`src/rtl/ua_pkg.sv`:
```
// Package of register map, field layout, states and rate table for the UART channel
package ua_pkg;

  // ----------------------------------------------------------------
  // Clock and bit timing
  // ----------------------------------------------------------------
  localparam int unsigned CLK_HZ_DEF = 40_000_000;
  localparam int unsigned OVS        = 16;
  localparam int unsigned RATE_N     = 10;

  // ----------------------------------------------------------------
  // Register byte offsets
  // ----------------------------------------------------------------
  localparam logic [4:0] A_CTRL   = 5'h00;
  localparam logic [4:0] A_CMD    = 5'h04;
  localparam logic [4:0] A_TXDATA = 5'h08;
  localparam logic [4:0] A_RXDATA = 5'h0c;
  localparam logic [4:0] A_STAT   = 5'h10;
  localparam logic [4:0] A_ERR    = 5'h14;

  // ----------------------------------------------------------------
  // Field positions
  // ----------------------------------------------------------------
  localparam int CTRL_RATE = 0;
  localparam int CTRL_TWO  = 4;
  localparam int CTRL_PAR  = 5;
  localparam int CMD_LEN   = 0;
  localparam int CMD_RX    = 8;
  localparam int CMD_TX    = 9;
  localparam int CMD_ABORT = 10;
  localparam int ST_CNT    = 0;
  localparam int ST_TXRDY  = 8;
  localparam int ST_RXVLD  = 9;
  localparam int ST_RXBUSY = 10;
  localparam int ST_CFGERR = 11;
  localparam int ST_RATEOK = 12;
  localparam int ST_TXBUSY = 13;
  localparam int ERR_PAR   = 1;
  localparam int ERR_FRM   = 2;
  localparam int ERR_NOISE = 3;
  localparam int ERR_OVR   = 4;

  // ----------------------------------------------------------------
  // Encodings and reset values
  // ----------------------------------------------------------------
  localparam logic [1:0] PAR_NONE = 2'h0;
  localparam logic [1:0] PAR_ODD  = 2'h1;
  localparam logic [1:0] PAR_EVEN = 2'h2;
  localparam logic [3:0] RATE_RST = 4'h0;
  localparam logic [4:0] ERR_RST  = 5'h00;

  typedef enum logic [4:0] {
    RXS_IDLE  = 5'h01,
    RXS_START = 5'h02,
    RXS_DATA  = 5'h04,
    RXS_PAR   = 5'h08,
    RXS_STOP  = 5'h10
  } ua_rx_st_t;

  typedef enum logic [4:0] {
    TXS_IDLE  = 5'h01,
    TXS_START = 5'h02,
    TXS_DATA  = 5'h04,
    TXS_PAR   = 5'h08,
    TXS_STOP  = 5'h10
  } ua_tx_st_t;

  // Bit rate of a select code; zero marks an unsupported code
  function automatic int unsigned rate_bps(logic [3:0] sel);
    case (sel)
      4'h0:    return 300;
      4'h1:    return 600;
      4'h2:    return 1200;
      4'h3:    return 2400;
      4'h4:    return 4800;
      4'h5:    return 9600;
      4'h6:    return 19200;
      4'h7:    return 38400;
      4'h8:    return 57600;
      4'h9:    return 115200;
      default: return 0;
    endcase
  endfunction

  // Rounded divisor from the clock to the oversampling tick
  function automatic logic [15:0] rate_div(int unsigned clk_hz, logic [3:0] sel);
    int unsigned bps;
    bps = rate_bps(sel);
    if (bps == 0) begin
      return 16'h0001;
    end
    return 16'((clk_hz + bps * OVS / 2) / (bps * OVS));
  endfunction

endpackage

```
`src/rtl/ua_tick_if.sv`:
```
// Interface carrying rate select and oversampling tick between core and divider
`timescale 1ns/1ps
`default_nettype none
interface ua_tick_if;
  logic [3:0] rate;
  logic       run;
  logic       tick;
  modport ctl (output rate, output run, input tick);
  modport gen (input rate, input run, output tick);
endinterface
`default_nettype wire

```
`src/rtl/ua_rate_gen.sv`:
```
// Divider producing the sixteen-times oversampling enable pulse
`timescale 1ns/1ps
`default_nettype none
module ua_rate_gen
  import ua_pkg::*;
#(
  parameter int unsigned CLK_HZ = CLK_HZ_DEF
) (
  // Clock and reset
  input  wire logic clk_in,
  input  wire logic rst_in,
  // Tick link to the core
  ua_tick_if.gen    tk
);

  logic [15:0] cnt_q;
  logic [3:0]  rate_q;
  logic        tick_q;

  // A rate change restarts the count so the new rate takes hold at once
  always_ff @(posedge clk_in or posedge rst_in) begin
    if (rst_in) begin
      cnt_q  <= 16'h0000;
      rate_q <= RATE_RST;
      tick_q <= 1'b0;
    end else begin
      rate_q <= tk.rate;
      tick_q <= 1'b0;
      if (!tk.run || rate_q != tk.rate) begin
        cnt_q <= 16'h0000;
      end else if (cnt_q == rate_div(CLK_HZ, rate_q) - 16'h0001) begin
        cnt_q  <= 16'h0000;
        tick_q <= 1'b1;
      end else begin
        cnt_q <= cnt_q + 16'h0001;
      end
    end
  end

  assign tk.tick = tick_q;

endmodule
`default_nettype wire

```
`src/rtl/ua_uart.sv`:
```
// UART channel core with Avalon-MM register access
//
// The address map and the Avalon-MM interface to the registers were decided locally.
`timescale 1ns/1ps
`default_nettype none
// Contract
// - Ten bit rates, 300 to 115200, one rate for both directions.
// - Divisors computed for the system clock, rounded to nearest.
// - One stop bit by default, two when configured.
// - Two stop bits together with parity is refused.
// - Parity none, odd or even; default none.
// - Rate changes at run time; nothing moves until a rate is set.
// - Receive on the receive pin, transmit on the transmit pin.
// - Starting a receive or transmit request clears the error code.
// - Transmit ready once every byte is written to the holding stage.
// - Received count reported; request ends when count equals length.
// - Errors accumulate: parity 0x02, framing 0x04, noise 0x08, overrun 0x10.
// - Reading the error code returns it and clears it.
// - Abort stops reception; count keeps bytes received before it.
// - Start bit, eight data bits, then optional parity and one stop, or two stops.
// - Bad stop bit flags framing error and resynchronises.
// - A request moves at most 255 bytes each way.
module ua_uart
  import ua_pkg::*;
#(
  parameter int unsigned CLK_HZ = CLK_HZ_DEF
) (
  // Clock and reset
  input  wire logic        clk_in,
  input  wire logic        rst_in,
  // Avalon-MM slave
  input  wire logic [4:0]  address_in,
  input  wire logic        read_in,
  input  wire logic        write_in,
  input  wire logic [31:0] writedata_in,
  output logic [31:0]      readdata_out,
  output logic             waitrequest_out,
  // Serial line
  input  wire logic        rxd_in,
  output logic             txd_out
);

  // ----------------------------------------------------------------
  // Declarations
  // ----------------------------------------------------------------
  ua_tick_if tk ();

  logic        waitreq_q;
  logic [31:0] rdata_q;
  logic [31:0] rd_mux;
  logic        req;
  logic        acc;
  logic        stall;
  logic        wr_ctrl;
  logic        wr_cmd;
  logic        wr_txd;
  logic        rd_rxd;
  logic        rd_err;
  logic        cfg_ok;
  logic        rx_go;
  logic        tx_go;
  logic        abort_go;
  logic [7:0]  cmd_len;

  logic [3:0]  rate_q;
  logic        rate_vld_q;
  logic        two_q;
  logic [1:0]  par_q;
  logic        cfg_err_q;
  logic [4:0]  err_q;
  logic [4:0]  err_set;

  ua_rx_st_t   rx_st_q;
  logic [3:0]  rx_sub_q;
  logic [2:0]  rx_bit_q;
  logic [7:0]  rx_sh_q;
  logic        rx_prev_q;
  logic [1:0]  rx_smp_q;
  logic        rx_par_q;
  logic        rx_stop2_q;
  logic        rx_vld_q;
  logic [7:0]  rx_dat_q;
  logic        rx_busy_q;
  logic [7:0]  rx_len_q;
  logic [7:0]  rx_cnt_q;
  logic [7:0]  rx_cnt_nx;
  logic        rx_mid;
  logic        rx_maj;
  logic        rx_noisy;
  logic        deliver;

  ua_tx_st_t   tx_st_q;
  logic [3:0]  tx_sub_q;
  logic [2:0]  tx_bit_q;
  logic [7:0]  tx_sh_q;
  logic [7:0]  tx_hold_q;
  logic        tx_full_q;
  logic [7:0]  tx_left_q;
  logic        tx_par_q;
  logic        tx_stop2_q;
  logic        txd_q;
  logic        tx_end;
  logic        tx_last;
  logic        tx_load;

  // ----------------------------------------------------------------
  // Bus slave
  // ----------------------------------------------------------------
  // A data write waits while the holding byte is still unsent
  assign req      = read_in | write_in;
  assign acc      = req & ~waitreq_q;
  assign stall    = write_in & (address_in == A_TXDATA) & tx_full_q & (tx_left_q != 8'h00);
  assign wr_ctrl  = acc & write_in & (address_in == A_CTRL);
  assign wr_cmd   = acc & write_in & (address_in == A_CMD);
  assign wr_txd   = acc & write_in & (address_in == A_TXDATA);
  assign rd_rxd   = acc & read_in & (address_in == A_RXDATA);
  assign rd_err   = acc & read_in & (address_in == A_ERR);
  assign cmd_len  = writedata_in[CMD_LEN +: 8];
  assign rx_go    = wr_cmd & writedata_in[CMD_RX] & (cmd_len != 8'h00) & rate_vld_q;
  assign tx_go    = wr_cmd & writedata_in[CMD_TX] & (cmd_len != 8'h00) & rate_vld_q;
  assign abort_go = wr_cmd & writedata_in[CMD_ABORT];

  always_comb begin
    rd_mux = 32'h0000_0000;
    case (address_in)
      A_CTRL: begin
        rd_mux[CTRL_RATE +: 4] = rate_q;
        rd_mux[CTRL_TWO]       = two_q;
        rd_mux[CTRL_PAR +: 2]  = par_q;
      end
      A_RXDATA: rd_mux[7:0] = rx_dat_q;
      A_STAT: begin
        rd_mux[ST_CNT +: 8] = rx_cnt_q;
        rd_mux[ST_TXRDY]    = (tx_left_q == 8'h00);
        rd_mux[ST_RXVLD]    = rx_vld_q;
        rd_mux[ST_RXBUSY]   = rx_busy_q;
        rd_mux[ST_CFGERR]   = cfg_err_q;
        rd_mux[ST_RATEOK]   = rate_vld_q;
        rd_mux[ST_TXBUSY]   = (tx_st_q != TXS_IDLE) | tx_full_q;
      end
      A_ERR:   rd_mux[4:0] = err_q;
      default: rd_mux = 32'h0000_0000;
    endcase
  end

  // One wait state per access, more while a data write is stalled; read data are caught as waitrequest falls
  always_ff @(posedge clk_in or posedge rst_in) begin
    if (rst_in) begin
      waitreq_q <= 1'b1;
      rdata_q   <= 32'h0000_0000;
    end else if (req & waitreq_q & ~stall) begin
      waitreq_q <= 1'b0;
      rdata_q   <= read_in ? rd_mux : 32'h0000_0000;
    end else begin
      waitreq_q <= 1'b1;
    end
  end

  assign waitrequest_out = waitreq_q;
  assign readdata_out    = rdata_q;

  // ----------------------------------------------------------------
  // Configuration
  // ----------------------------------------------------------------
  // Changing format mid-character corrupts that character only
  assign cfg_ok = (rate_bps(writedata_in[CTRL_RATE +: 4]) != 0)
                & ~(writedata_in[CTRL_TWO] & (writedata_in[CTRL_PAR +: 2] != PAR_NONE))
                & (writedata_in[CTRL_PAR +: 2] != 2'h3);

  always_ff @(posedge clk_in or posedge rst_in) begin
    if (rst_in) begin
      rate_q     <= RATE_RST;
      rate_vld_q <= 1'b0;
      two_q      <= 1'b0;
      par_q      <= PAR_NONE;
      cfg_err_q  <= 1'b0;
    end else if (wr_ctrl) begin
      if (cfg_ok) begin
        rate_q     <= writedata_in[CTRL_RATE +: 4];
        rate_vld_q <= 1'b1;
        two_q      <= writedata_in[CTRL_TWO];
        par_q      <= writedata_in[CTRL_PAR +: 2];
        cfg_err_q  <= 1'b0;
      end else begin
        cfg_err_q  <= 1'b1;
      end
    end
  end

  assign tk.rate = rate_q;
  assign tk.run  = rate_vld_q;

  ua_rate_gen #(
    .CLK_HZ (CLK_HZ)
  ) u_rate (
    .clk_in (clk_in),
    .rst_in (rst_in),
    .tk     (tk)
  );

  // ----------------------------------------------------------------
  // Error code
  // ----------------------------------------------------------------
  // Only bits already returned are cleared, so a new error is never lost
  always_ff @(posedge clk_in or posedge rst_in) begin
    if (rst_in) begin
      err_q <= ERR_RST;
    end else if (rx_go | tx_go) begin
      err_q <= err_set;
    end else if (rd_err) begin
      err_q <= (err_q & ~rdata_q[4:0]) | err_set;
    end else begin
      err_q <= err_q | err_set;
    end
  end

  // ----------------------------------------------------------------
  // Receiver
  // ----------------------------------------------------------------
  assign rx_mid   = tk.tick & (rx_sub_q == 4'h9) & (rx_st_q != RXS_IDLE);
  assign rx_maj   = (rx_smp_q[0] & rx_smp_q[1]) | (rx_smp_q[0] & rxd_in)
                  | (rx_smp_q[1] & rxd_in);
  assign rx_noisy = ~((rx_smp_q[0] == rx_smp_q[1]) & (rx_smp_q[1] == rxd_in));
  assign deliver  = rx_mid & (rx_st_q == RXS_STOP) & rx_maj & (~two_q | rx_stop2_q)
                  & rx_busy_q;
  assign rx_cnt_nx = rx_cnt_q + 8'h01;

  always_comb begin
    err_set            = 5'h00;
    err_set[ERR_PAR]   = rx_mid & rx_busy_q & (rx_st_q == RXS_PAR)
                       & (rx_par_q ^ rx_maj ^ (par_q == PAR_ODD));
    err_set[ERR_FRM]   = rx_mid & rx_busy_q & (rx_st_q == RXS_STOP) & ~rx_maj;
    err_set[ERR_NOISE] = rx_mid & rx_busy_q & rx_noisy;
    err_set[ERR_OVR]   = deliver & rx_vld_q & ~rd_rxd;
  end

  // Three samples around mid-bit, decided by majority
  always_ff @(posedge clk_in or posedge rst_in) begin
    if (rst_in) begin
      rx_st_q    <= RXS_IDLE;
      rx_sub_q   <= 4'h0;
      rx_bit_q   <= 3'h0;
      rx_sh_q    <= 8'h00;
      rx_prev_q  <= 1'b1;
      rx_smp_q   <= 2'h3;
      rx_par_q   <= 1'b0;
      rx_stop2_q <= 1'b0;
    end else if (abort_go) begin
      rx_st_q <= RXS_IDLE;
    end else if (tk.tick) begin
      rx_prev_q <= rxd_in;
      rx_sub_q  <= rx_sub_q + 4'h1;
      if (rx_sub_q == 4'h7) begin
        rx_smp_q[0] <= rxd_in;
      end
      if (rx_sub_q == 4'h8) begin
        rx_smp_q[1] <= rxd_in;
      end
      case (rx_st_q)
        RXS_IDLE: begin
          if (rx_prev_q & ~rxd_in) begin
            rx_st_q    <= RXS_START;
            rx_sub_q   <= 4'h0;
            rx_par_q   <= 1'b0;
            rx_stop2_q <= 1'b0;
          end
        end
        RXS_START: begin
          if (rx_mid) begin
            rx_st_q  <= rx_maj ? RXS_IDLE : RXS_DATA;
            rx_bit_q <= 3'h0;
          end
        end
        RXS_DATA: begin
          if (rx_mid) begin
            rx_sh_q  <= {rx_maj, rx_sh_q[7:1]};
            rx_par_q <= rx_par_q ^ rx_maj;
            rx_bit_q <= rx_bit_q + 3'h1;
            if (rx_bit_q == 3'h7) begin
              rx_st_q <= (par_q != PAR_NONE) ? RXS_PAR : RXS_STOP;
            end
          end
        end
        RXS_PAR: begin
          if (rx_mid) begin
            rx_st_q <= RXS_STOP;
          end
        end
        RXS_STOP: begin
          if (rx_mid) begin
            if (!rx_maj) begin
              rx_st_q <= RXS_IDLE;
            end else if (two_q & ~rx_stop2_q) begin
              rx_stop2_q <= 1'b1;
            end else begin
              rx_st_q <= RXS_IDLE;
            end
          end
        end
        default: rx_st_q <= RXS_IDLE;
      endcase
    end
  end

  // Holding byte; on overrun the older byte is kept
  always_ff @(posedge clk_in or posedge rst_in) begin
    if (rst_in) begin
      rx_vld_q <= 1'b0;
      rx_dat_q <= 8'h00;
    end else if (deliver & (~rx_vld_q | rd_rxd)) begin
      rx_vld_q <= 1'b1;
      rx_dat_q <= rx_sh_q;
    end else if (rd_rxd) begin
      rx_vld_q <= 1'b0;
    end
  end

  always_ff @(posedge clk_in or posedge rst_in) begin
    if (rst_in) begin
      rx_busy_q <= 1'b0;
      rx_len_q  <= 8'h00;
      rx_cnt_q  <= 8'h00;
    end else begin
      if (rx_go & ~abort_go) begin
        rx_len_q <= cmd_len;
        rx_cnt_q <= 8'h00;
      end else if (deliver) begin
        rx_cnt_q <= rx_cnt_nx;
      end
      if (abort_go) begin
        rx_busy_q <= 1'b0;
      end else if (rx_go) begin
        rx_busy_q <= 1'b1;
      end else if (deliver & (rx_cnt_nx == rx_len_q)) begin
        rx_busy_q <= 1'b0;
      end
    end
  end

  // ----------------------------------------------------------------
  // Transmitter
  // ----------------------------------------------------------------
  assign tx_end  = tk.tick & (tx_sub_q == 4'hf);
  assign tx_last = (tx_st_q == TXS_STOP) & (~two_q | tx_stop2_q);
  assign tx_load = tk.tick & tx_full_q & ((tx_st_q == TXS_IDLE) | (tx_end & tx_last));

  // Hand-off counter: ready as soon as the last byte sits in the holding stage
  always_ff @(posedge clk_in or posedge rst_in) begin
    if (rst_in) begin
      tx_left_q <= 8'h00;
      tx_hold_q <= 8'h00;
      tx_full_q <= 1'b0;
    end else begin
      if (tx_go) begin
        tx_left_q <= cmd_len;
      end else if (wr_txd & (tx_left_q != 8'h00)) begin
        tx_left_q <= tx_left_q - 8'h01;
        tx_hold_q <= writedata_in[7:0];
      end
      if (wr_txd & (tx_left_q != 8'h00)) begin
        tx_full_q <= 1'b1;
      end else if (tx_load) begin
        tx_full_q <= 1'b0;
      end
    end
  end

  // Back-to-back characters leave no idle gap on the line
  always_ff @(posedge clk_in or posedge rst_in) begin
    if (rst_in) begin
      tx_st_q    <= TXS_IDLE;
      tx_sub_q   <= 4'h0;
      tx_bit_q   <= 3'h0;
      tx_sh_q    <= 8'h00;
      tx_par_q   <= 1'b0;
      tx_stop2_q <= 1'b0;
      txd_q      <= 1'b1;
    end else if (tx_load) begin
      tx_st_q    <= TXS_START;
      tx_sub_q   <= 4'h0;
      tx_sh_q    <= tx_hold_q;
      tx_par_q   <= ^tx_hold_q;
      tx_stop2_q <= 1'b0;
      txd_q      <= 1'b0;
    end else if (tk.tick & (tx_st_q != TXS_IDLE)) begin
      tx_sub_q <= tx_sub_q + 4'h1;
      if (tx_end) begin
        case (tx_st_q)
          TXS_START: begin
            tx_st_q  <= TXS_DATA;
            tx_bit_q <= 3'h0;
            txd_q    <= tx_sh_q[0];
          end
          TXS_DATA: begin
            if (tx_bit_q == 3'h7) begin
              tx_st_q <= (par_q != PAR_NONE) ? TXS_PAR : TXS_STOP;
              txd_q   <= (par_q != PAR_NONE) ? (tx_par_q ^ (par_q == PAR_ODD)) : 1'b1;
            end else begin
              tx_bit_q <= tx_bit_q + 3'h1;
              tx_sh_q  <= {1'b0, tx_sh_q[7:1]};
              txd_q    <= tx_sh_q[1];
            end
          end
          TXS_PAR: begin
            tx_st_q <= TXS_STOP;
            txd_q   <= 1'b1;
          end
          TXS_STOP: begin
            if (!tx_last) begin
              tx_stop2_q <= 1'b1;
            end else begin
              tx_st_q <= TXS_IDLE;
            end
          end
          default: begin
            tx_st_q <= TXS_IDLE;
            txd_q   <= 1'b1;
          end
        endcase
      end
    end
  end

  assign txd_out = txd_q;
endmodule
`default_nettype wire

```
`config.mk`:
```
export PLATFORM = sky130hd
export DESIGN_NAME = ua_uart
export DESIGN_NICKNAME = d
export VERILOG_FILES = /design/src/rtl/ua_pkg.sv /design/src/rtl/ua_tick_if.sv /design/src/rtl/ua_rate_gen.sv /design/src/rtl/ua_uart.sv
export SDC_FILE = /design/constraint.sdc
export NUM_CORES = 1
export LEC_CHECK = 0
export CAP_MARGIN = 40
export CORE_MARGIN = 1
export CORE_UTILIZATION = 41
export CTS_CLUSTER_SIZE = 30
export DETAILED_ROUTE_END_ITERATION = 8
export DONT_BUFFER_PORTS = 1
export PLACE_DENSITY = 0.6
export SLEW_MARGIN = 40
export SYNTH_ARGS = -nofsm -noshare
export SYNTH_HDL_FRONTEND = slang
export SYNTH_SLANG_ARGS = --single-unit
```
`constraint.sdc`:
```
create_clock -name clk_in -period 61.5 [get_ports clk_in]
set_input_delay 3.075 -clock clk_in [delete_from_list [all_inputs] [get_ports clk_in]]
set_output_delay 3.075 -clock clk_in [all_outputs]
set_load 0.01 [all_outputs]
```
==> results_dict.tcl, run 1 <==
set metrics [dict create \
    tritoncts_num_sinks 141 \
    gp_routability_congestion 0.9109 \
    hold_class "flip-flop to flip-flop" \
    area_delta_synth_final_pct 19.79 \
    ys.warnings.count 0 \
    syn-instance-count 3217 \
    grt_pass1_wl_um 118400 \
    total_die_area_um2 60490 \
    worst_clock_skew_ns 0.009164 \
    peak_clock_frequency_supported_by_timing_mhz 17.02 \
    min_period_over_period_pct 95.52 \
    core-area_um2 58910 \
    ctsHtreeMaxLevel 4 \
    worstPathRequired_ns 61.86 \
    timing.max_cap.violations 0 \
    sequential_fraction_of_the_synthesis_area_pct 14.50 \
    cts_made_buffers 17 \
    worst_setup_hold_path_clk_slew_ns 0.06 \
    drt_iter0_markers 1620 \
    slowest_delay_ns 0.52 \
    critical-path-top-cell-by-count "o21a_1" \
    dr_total_vias 24890 \
    setup_slack_ns 2.752 \
    antenna_cells 0 \
    grt_pass1_vias 23150 \
    ios 76 \
    buffer_ports.inserted 0 \
    tritoncts_clock_tree "yes" \
    post_drt_wl_per_cell_um 17.74 \
    critical_path_peak_fanout 17 \
    antenna_left 0 \
    filler_cell_count 5792 \
    timing.critical_path.arrival_ns 59.11 \
    synth_top_area_share_pct 15.28 \
    run_status "finished clean" \
    antenna_found_initial 0 \
    ys_seq_elements 141 \
    synth_cell_type_count 125 \
    cts_root_buf "clkbuf_16" \
    critical_path.endpoint_type "flip-flop" \
    initial_core_util_pct 41.42 \
    layout-drive-gt1-share_pct 21.17 \
    worst_slew_pin_slew_ns 0.8696 \
    synth_top_cells_by_area "ha_1 (15%), dfrtp_1 (14%), nand2_1 (5.6%)" \
    grt_start_max_net_pins 81 \
    placementRows 89 \
    vias_per_cell 5.908 \
    number_of_enable_flip_flop_cells_after_synthesis 0 \
    clock_insertion_delay_at_the_later_pin_of_the_skew_report_ns 0.43 \
    detail_route.first_pass.iterations 7 \
    finalNetCount 3766 \
    yosys-top-cells-count "nand2_1 (363), nor2_1 (305), ha_1 (298), a21oi_1 (185), nor3_1 (163)" \
    finalHoldViolations 0 \
    maxSlewViolCount 0 \
    globalRouteOverflowTotal 0 \
    setup_viol 0 \
    synthMostInstantiatedCell "nand2_1" \
    vertical_die_dimension_um 245.9 \
    detail_route.wirelength_um 74720 \
    global_route.usage.total_pct 23.68 \
    mean_area_per_synthesized_cell_um2 7.584 \
    hpwl_um 56540 \
    route.detailed.drc 0 \
    post-place-ws_ns -0.9458 \
    period_needed_ns 58.75 \
    slew-limit-headroom_pct 41.27 \
    synth_area_um2 24400 \
    max-clock-path-buffers 2 \
    synth_area_leader_cell "ha_1" \
    async_flop_share_pct 100.0 \
    crit_path_start_kind "flip-flop" \
    critical_path.slowest_cell "or4_1" \
    critical_path_class "flip-flop to flip-flop" \
    chipWidth_um 245.9 \
    synth_top_flop_cell "dfrtp_1" \
]
area by class of cell:
cell class,count,area (um^2),area share (%)
Multi-Input combinational cell,2902,21580,73.83
Sequential cell,141,3540,12.11
Timing Repair Buffer,284,2247,7.688
Tap cell,773,967.2,3.309
Clock buffer,18,429.2,1.468
Inverter,80,307.8,1.053
Clock inverter,14,158.9,0.5437
per-stage QoR:
step	cell area (um^2)	util [%]	instances	TNS (ns)	hold WS (ns)
after floorplan	24730	-	3244	0	0.4055
after global placement	26630	45.20	4101	-8.892	0.4521
after detailed placement	26640	45.22	4101	-15.51	0.4524
after CTS	27380	46.48	4138	0	0.4631
after global routing	29230	49.62	4212	-6.818	0.4696
final	29230	49.62	4212	0	0.4627
worst paths after layout:
check	startpoint	endpoint	slack, ns	cells past startpoint
worst max register to register	u_rate.rate_q[1]$_DFF_PP0_	u_rate.tk.tick$_DFF_PP0_	2.75	309
worst max-delay path	u_rate.rate_q[1]$_DFF_PP0_	u_rate.tk.tick$_DFF_PP0_	2.75	309
worst min-delay path	rx_prev_q$_DFFE_PP1P_	rx_prev_q$_DFFE_PP1P_	0.46	2
min in group asynchronous	rst_in	tx_sh_q[4]$_DFFE_PP0P_	2.43	1
max in group asynchronous	rst_in	u_rate.rate_q[2]$_DFF_PP0_	57.89	3
worst min register to register	rx_prev_q$_DFFE_PP1P_	rx_prev_q$_DFFE_PP1P_	0.46	2
logic make-up after synthesis:
kind of cell               synth area share (%)
and+or+nand+nor                           25.71
AOI/OAI and AO/OA                         28.50
adders and majority gates                 15.51
buffers and inverters                     3.544
xor gates and xnor gates                  6.928
DFF                                       14.50
muxes                                     5.282
other                                   0.03078
timing repair:
item	CTS	global route
endpoints found under the setup margin	17	17
hold buffers	0	0
buffers inserted	5	72
pin swaps	4	124
gates resized for setup	22	251
cloned	0	1
sequential cells by signal, summed over array words and instances (netlist names), 3 cells and up:
| signal | count |
|---|---|
| rx_st_q | 5 |
| rate_q | 4 |
| tx_st_q | 5 |
| u_rate.rate_q | 4 |
| rx_bit_q | 3 |
| u_rate.cnt_q | 16 |
| rx_sh_q | 8 |
| rx_dat_q | 8 |
| rx_len_q | 8 |
| err_q | 5 |
| tx_bit_q | 3 |
| tx_sub_q | 4 |
| tx_sh_q | 8 |
| readdata_out | 14 |
| tx_left_q | 8 |
| tx_hold_q | 8 |
| rx_sub_q | 4 |
| rx_cnt_q | 8 |
critical path, delay by kind of cell (launching register included):
family                   cells  cell delay [ns]
AO/OA/AOI/OAI              178            33.85
XOR/XNOR                     1             0.11
adder cells (fa/ha/maj)     25             6.86
buffers and inverters       16             2.32
flip-flops                   1             0.47
multiplexers                 5             1.49
AND/OR/NAND/NOR             84            13.48
metal layers:
metal | routed length (um) | vias to the layer above | GRT usage (%) | part of all wire, %
li1 | - | 12520 | - | -
met1 | 35870 | 11790 | 32.53 | 48
met2 | 35040 | 489 | 40.23 | 47
met3 | 2615 | 85 | 2.052 | 3.5
met4 | 1187 | 0 | 4.403 | 1.6
met5 | 0 | - | 0 | 0
cell usage in the layout, fill, tap and decap left out, types with 13 or more instances in the layout:
cell | netlist | routed
ha_4 | 0 | 20
nand3_1 | 99 | 93
clkbuf_16 | 0 | 17
a211oi_2 | 8 | 15
a31oi_1 | 37 | 32
a21oi_2 | 1 | 24
nand2b_1 | 43 | 41
nor2_4 | 1 | 13
o21ai_0 | 131 | 115
o21ai_2 | 2 | 15
o31ai_1 | 102 | 92
a22o_1 | 13 | 13
nor2b_1 | 33 | 29
nor4_1 | 25 | 21
o21ai_1 | 12 | 15
ha_1 | 298 | 267
nor2_1 | 305 | 281
nand2_1 | 363 | 349
mux2_2 | 78 | 77
mux2i_1 | 41 | 40
dfrtp_1 | 134 | 132
nor3_1 | 163 | 151
o21a_1 | 146 | 142
a211oi_1 | 22 | 13
nor3_2 | 4 | 15
and2_1 | 30 | 30
conb_1 | 2 | 29
and3_1 | 30 | 28
nand4_1 | 34 | 34
or2_2 | 22 | 19
o211ai_1 | 28 | 28
xor2_1 | 71 | 71
xnor2_1 | 122 | 122
buf_4 | 21 | 264
or3_1 | 37 | 32
nor2_2 | 10 | 22
buf_6 | 1 | 13
a21oi_1 | 185 | 154
a21o_1 | 58 | 57
inv_1 | 74 | 71
Power of run 1 is left out: the tool's default activity adds up to more than one toggle a clock period on the data nets, which glitch-free logic cannot reach.
==> run 2: changes to the inputs <==
--- a/config.mk
+++ b/config.mk
@@ -5,13 +5,14 @@
 export SDC_FILE = /design/constraint.sdc
 export NUM_CORES = 1
 export LEC_CHECK = 0
+export BUFFER_PORTS_ARGS = -buffer_cell sky130_fd_sc_hd__buf_2
 export CAP_MARGIN = 40
 export CORE_MARGIN = 1
 export CORE_UTILIZATION = 41
+export CTS_BUF_LIST = sky130_fd_sc_hd__clkbuf_8 sky130_fd_sc_hd__clkbuf_16
 export CTS_CLUSTER_SIZE = 30
 export DETAILED_ROUTE_END_ITERATION = 8
-export DONT_BUFFER_PORTS = 1
-export PLACE_DENSITY = 0.6
+export PLACE_DENSITY = 0.62
 export SLEW_MARGIN = 40
 export SYNTH_ARGS = -nofsm -noshare
 export SYNTH_HDL_FRONTEND = slang
==> run 2 against run 1 <==
- fmax is 0.16% higher
- die area stayed put
- flip-flop and latch count stayed put
- final cell count is 0.78% higher
- clock-buffer cell count stayed put
- via count is 1.0% higher
- global-route usage is 0.14 points lower
- setup slack better by 0.092 ns
- clock skew is 0.0050 ns higher
- sequential share of layout area hardly changed
- critical path depth is 3 higher
- critical path type unchanged
- critical endpoint is now u_rate.cnt_q[12]$_DFF_PP0_
==> results_dict.tcl, run 2 (synthesized netlist as in run 1, its figures left out) <==
set metrics [dict create \
    run_status "finished clean" \
    post_drt_wl_per_cell_um 17.58 \
    maxSlewViolCount 0 \
    critical-path-top-cell-by-count "o21a_1" \
    tritoncts_num_sinks 141 \
    detail_route.first_pass.iterations 5 \
    area_delta_synth_final_pct 20.15 \
    grt_pass1_vias 22670 \
    cts_root_buf "clkbuf_16" \
    dr_total_vias 25150 \
    critical-path-top-delay-family "compound AO/OA/AOI/OAI gates" \
    setup_slack_ns 2.844 \
    worst_setup_hold_path_clk_slew_ns 0.07 \
    total_die_area_um2 60490 \
    final_common_cell "nand2_1" \
    worst_r2r_startpoint "u_rate.rate_q[1]$_DFF_PP0_" \
    core-area_um2 58910 \
    initial_core_util_pct 41.42 \
    detail_route.wirelength_um 74620 \
    ios 76 \
    timing.max_cap.violations 0 \
    max-clock-path-buffers 2 \
    worst_clock_skew_ns 0.01420 \
    worst_hold_path_startpoint "rx_prev_q$_DFFE_PP1P_" \
    tritoncts_clock_tree "yes" \
    crit-reg2reg-capture "u_rate.cnt_q[12]$_DFF_PP0_" \
    cts-hold-fix-buffers 0 \
    post-place-ws_ns -0.7934 \
    finalHoldViolations 0 \
    antenna_cells 0 \
    ctsHtreeMaxLevel 4 \
    finalNetCount 3799 \
    rr_worst_depth 312 \
    layout_common_cells "nand2_1 (348), nor2_1 (281), ha_1 (273)" \
    critical_path.slowest_cell "or4_4" \
    placementRows 89 \
    clock_insertion_delay_at_the_later_pin_of_the_skew_report_ns 0.44 \
    path_buf_inv 13 \
    global_route.usage.total_pct 23.54 \
    critical_path_class "flip-flop to flip-flop" \
    buffer_ports.inserted 36 \
    antenna_found_initial 1 \
    whs_endpoint "rx_prev_q$_DFFE_PP1P_" \
    hold-path-cell-count 2 \
    largest_register "u_rate.cnt_q" \
    peak_clock_frequency_supported_by_timing_mhz 17.05 \
    period_needed_ns 58.66 \
    slew-limit-headroom_pct 37.83 \
    critical_path.endpoint_type "flip-flop" \
    worstPathRequired_ns 61.83 \
    filler_cell_count 5807 \
    vertical_die_dimension_um 245.9 \
    timing.reg2reg.setup_slack_ns 2.84 \
    gp_routability_congestion 0.8887 \
    drt_iter0_markers 1604 \
    timing.critical_path.arrival_ns 58.99 \
    hold_class "flip-flop to flip-flop" \
    hpwl_um 56000 \
    cts_made_buffers 17 \
    min_period_over_period_pct 95.38 \
    globalRouteOverflowTotal 0 \
    worst_slew_pin_slew_ns 0.9240 \
    grt_pass1_wl_um 117600 \
    chipWidth_um 245.9 \
    layout-drive-gt1-share_pct 21.86 \
    crit_path_start_kind "flip-flop" \
    route.detailed.drc 0 \
    setup_viol 0 \
    slowest_delay_ns 0.52 \
    critical_path_peak_fanout 8 \
    vias_per_cell 5.924 \
    largest_reg_flops 16 \
    antenna_left 0 \
    grt_start_max_net_pins 81 \
]
run 2: cell types whose count changed in the layout (fill, tap and decap cells not counted), moves of 4 or more:
cell	change
buf_2	+36
ha_1	+6
inv_8	+6
buf_6	-5
o21ai_1	+5
ha_4	-4
mux2_2	-4
mux2_4	+4
run 2: cell type report:
cell class	instances	area [um^2]	area share (%)
multi-input cells	2902	21510	73.38
well taps	773	967.2	3.299
inverters	80	310.3	1.059
repair buffers	317	2402	8.195
clock inverters	14	143.9	0.4908
clock buffers	18	439.2	1.498
flip-flops and latches	141	3541	12.08
run 2: worst min-delay path: stages (launching register included):
cell and delay, ns:
dfstp_2 0.37, nand2_1 0.05, nand2_1 0.05
run 2: metrics by stage:
| stage | hold WS, ns | TNS [ns] | util (%) | std cells | cell area, um^2 |
|---|---|---|---|---|---|
| 2_1_floorplan | 0.4055 | 0 | - | 3244 | 24730 |
| 3_3_place_gp | 0.4496 | -6.727 | 45.49 | 4131 | 26800 |
| 3_5_place_dp | 0.4537 | -12.72 | 45.50 | 4131 | 26810 |
| 4_1_cts | 0.4649 | 0 | 46.76 | 4172 | 27540 |
| 5_1_grt | 0.4977 | -7.984 | 49.76 | 4245 | 29310 |
| 6_report | 0.4634 | 0 | 49.76 | 4245 | 29310 |
run 2: worst max-delay path by stage:
stage	from	endpoint	cells past startpoint
global route	u_rate.rate_q[1]$_DFF_PP0_	u_rate.cnt_q[12]$_DFF_PP0_	311
finish	u_rate.rate_q[1]$_DFF_PP0_	u_rate.cnt_q[12]$_DFF_PP0_	312
detailed placement	u_rate.rate_q[2]$_DFF_PP0_	u_rate.tk.tick$_DFF_PP0_	306
CTS	u_rate.rate_q[1]$_DFF_PP0_	u_rate.cnt_q[3]$_DFF_PP0_	312
global placement	u_rate.rate_q[2]$_DFF_PP0_	u_rate.tk.tick$_DFF_PP0_	304
floorplan	u_rate.rate_q[2]$_DFF_PP0_	u_rate.cnt_q[12]$_DFF_PP0_	330
run 2: per-layer routing:
layer	wire, um	vias to the layer above	GRT usage, %
met5	11	-	0
met3	2236	57	1.310
met4	722	2	4.001
met2	35100	439	39.09
li1	-	12610	-
met1	36560	12040	33.65
run 2: what timing repair did:
item | 4_1_cts | 5_1_grt
buffers inserted | 9 | 73
setup endpoints to repair | 17 | 17
pin swaps | 7 | 116
gates resized for setup | 17 | 249
Power of run 2 is left out for the same reason.
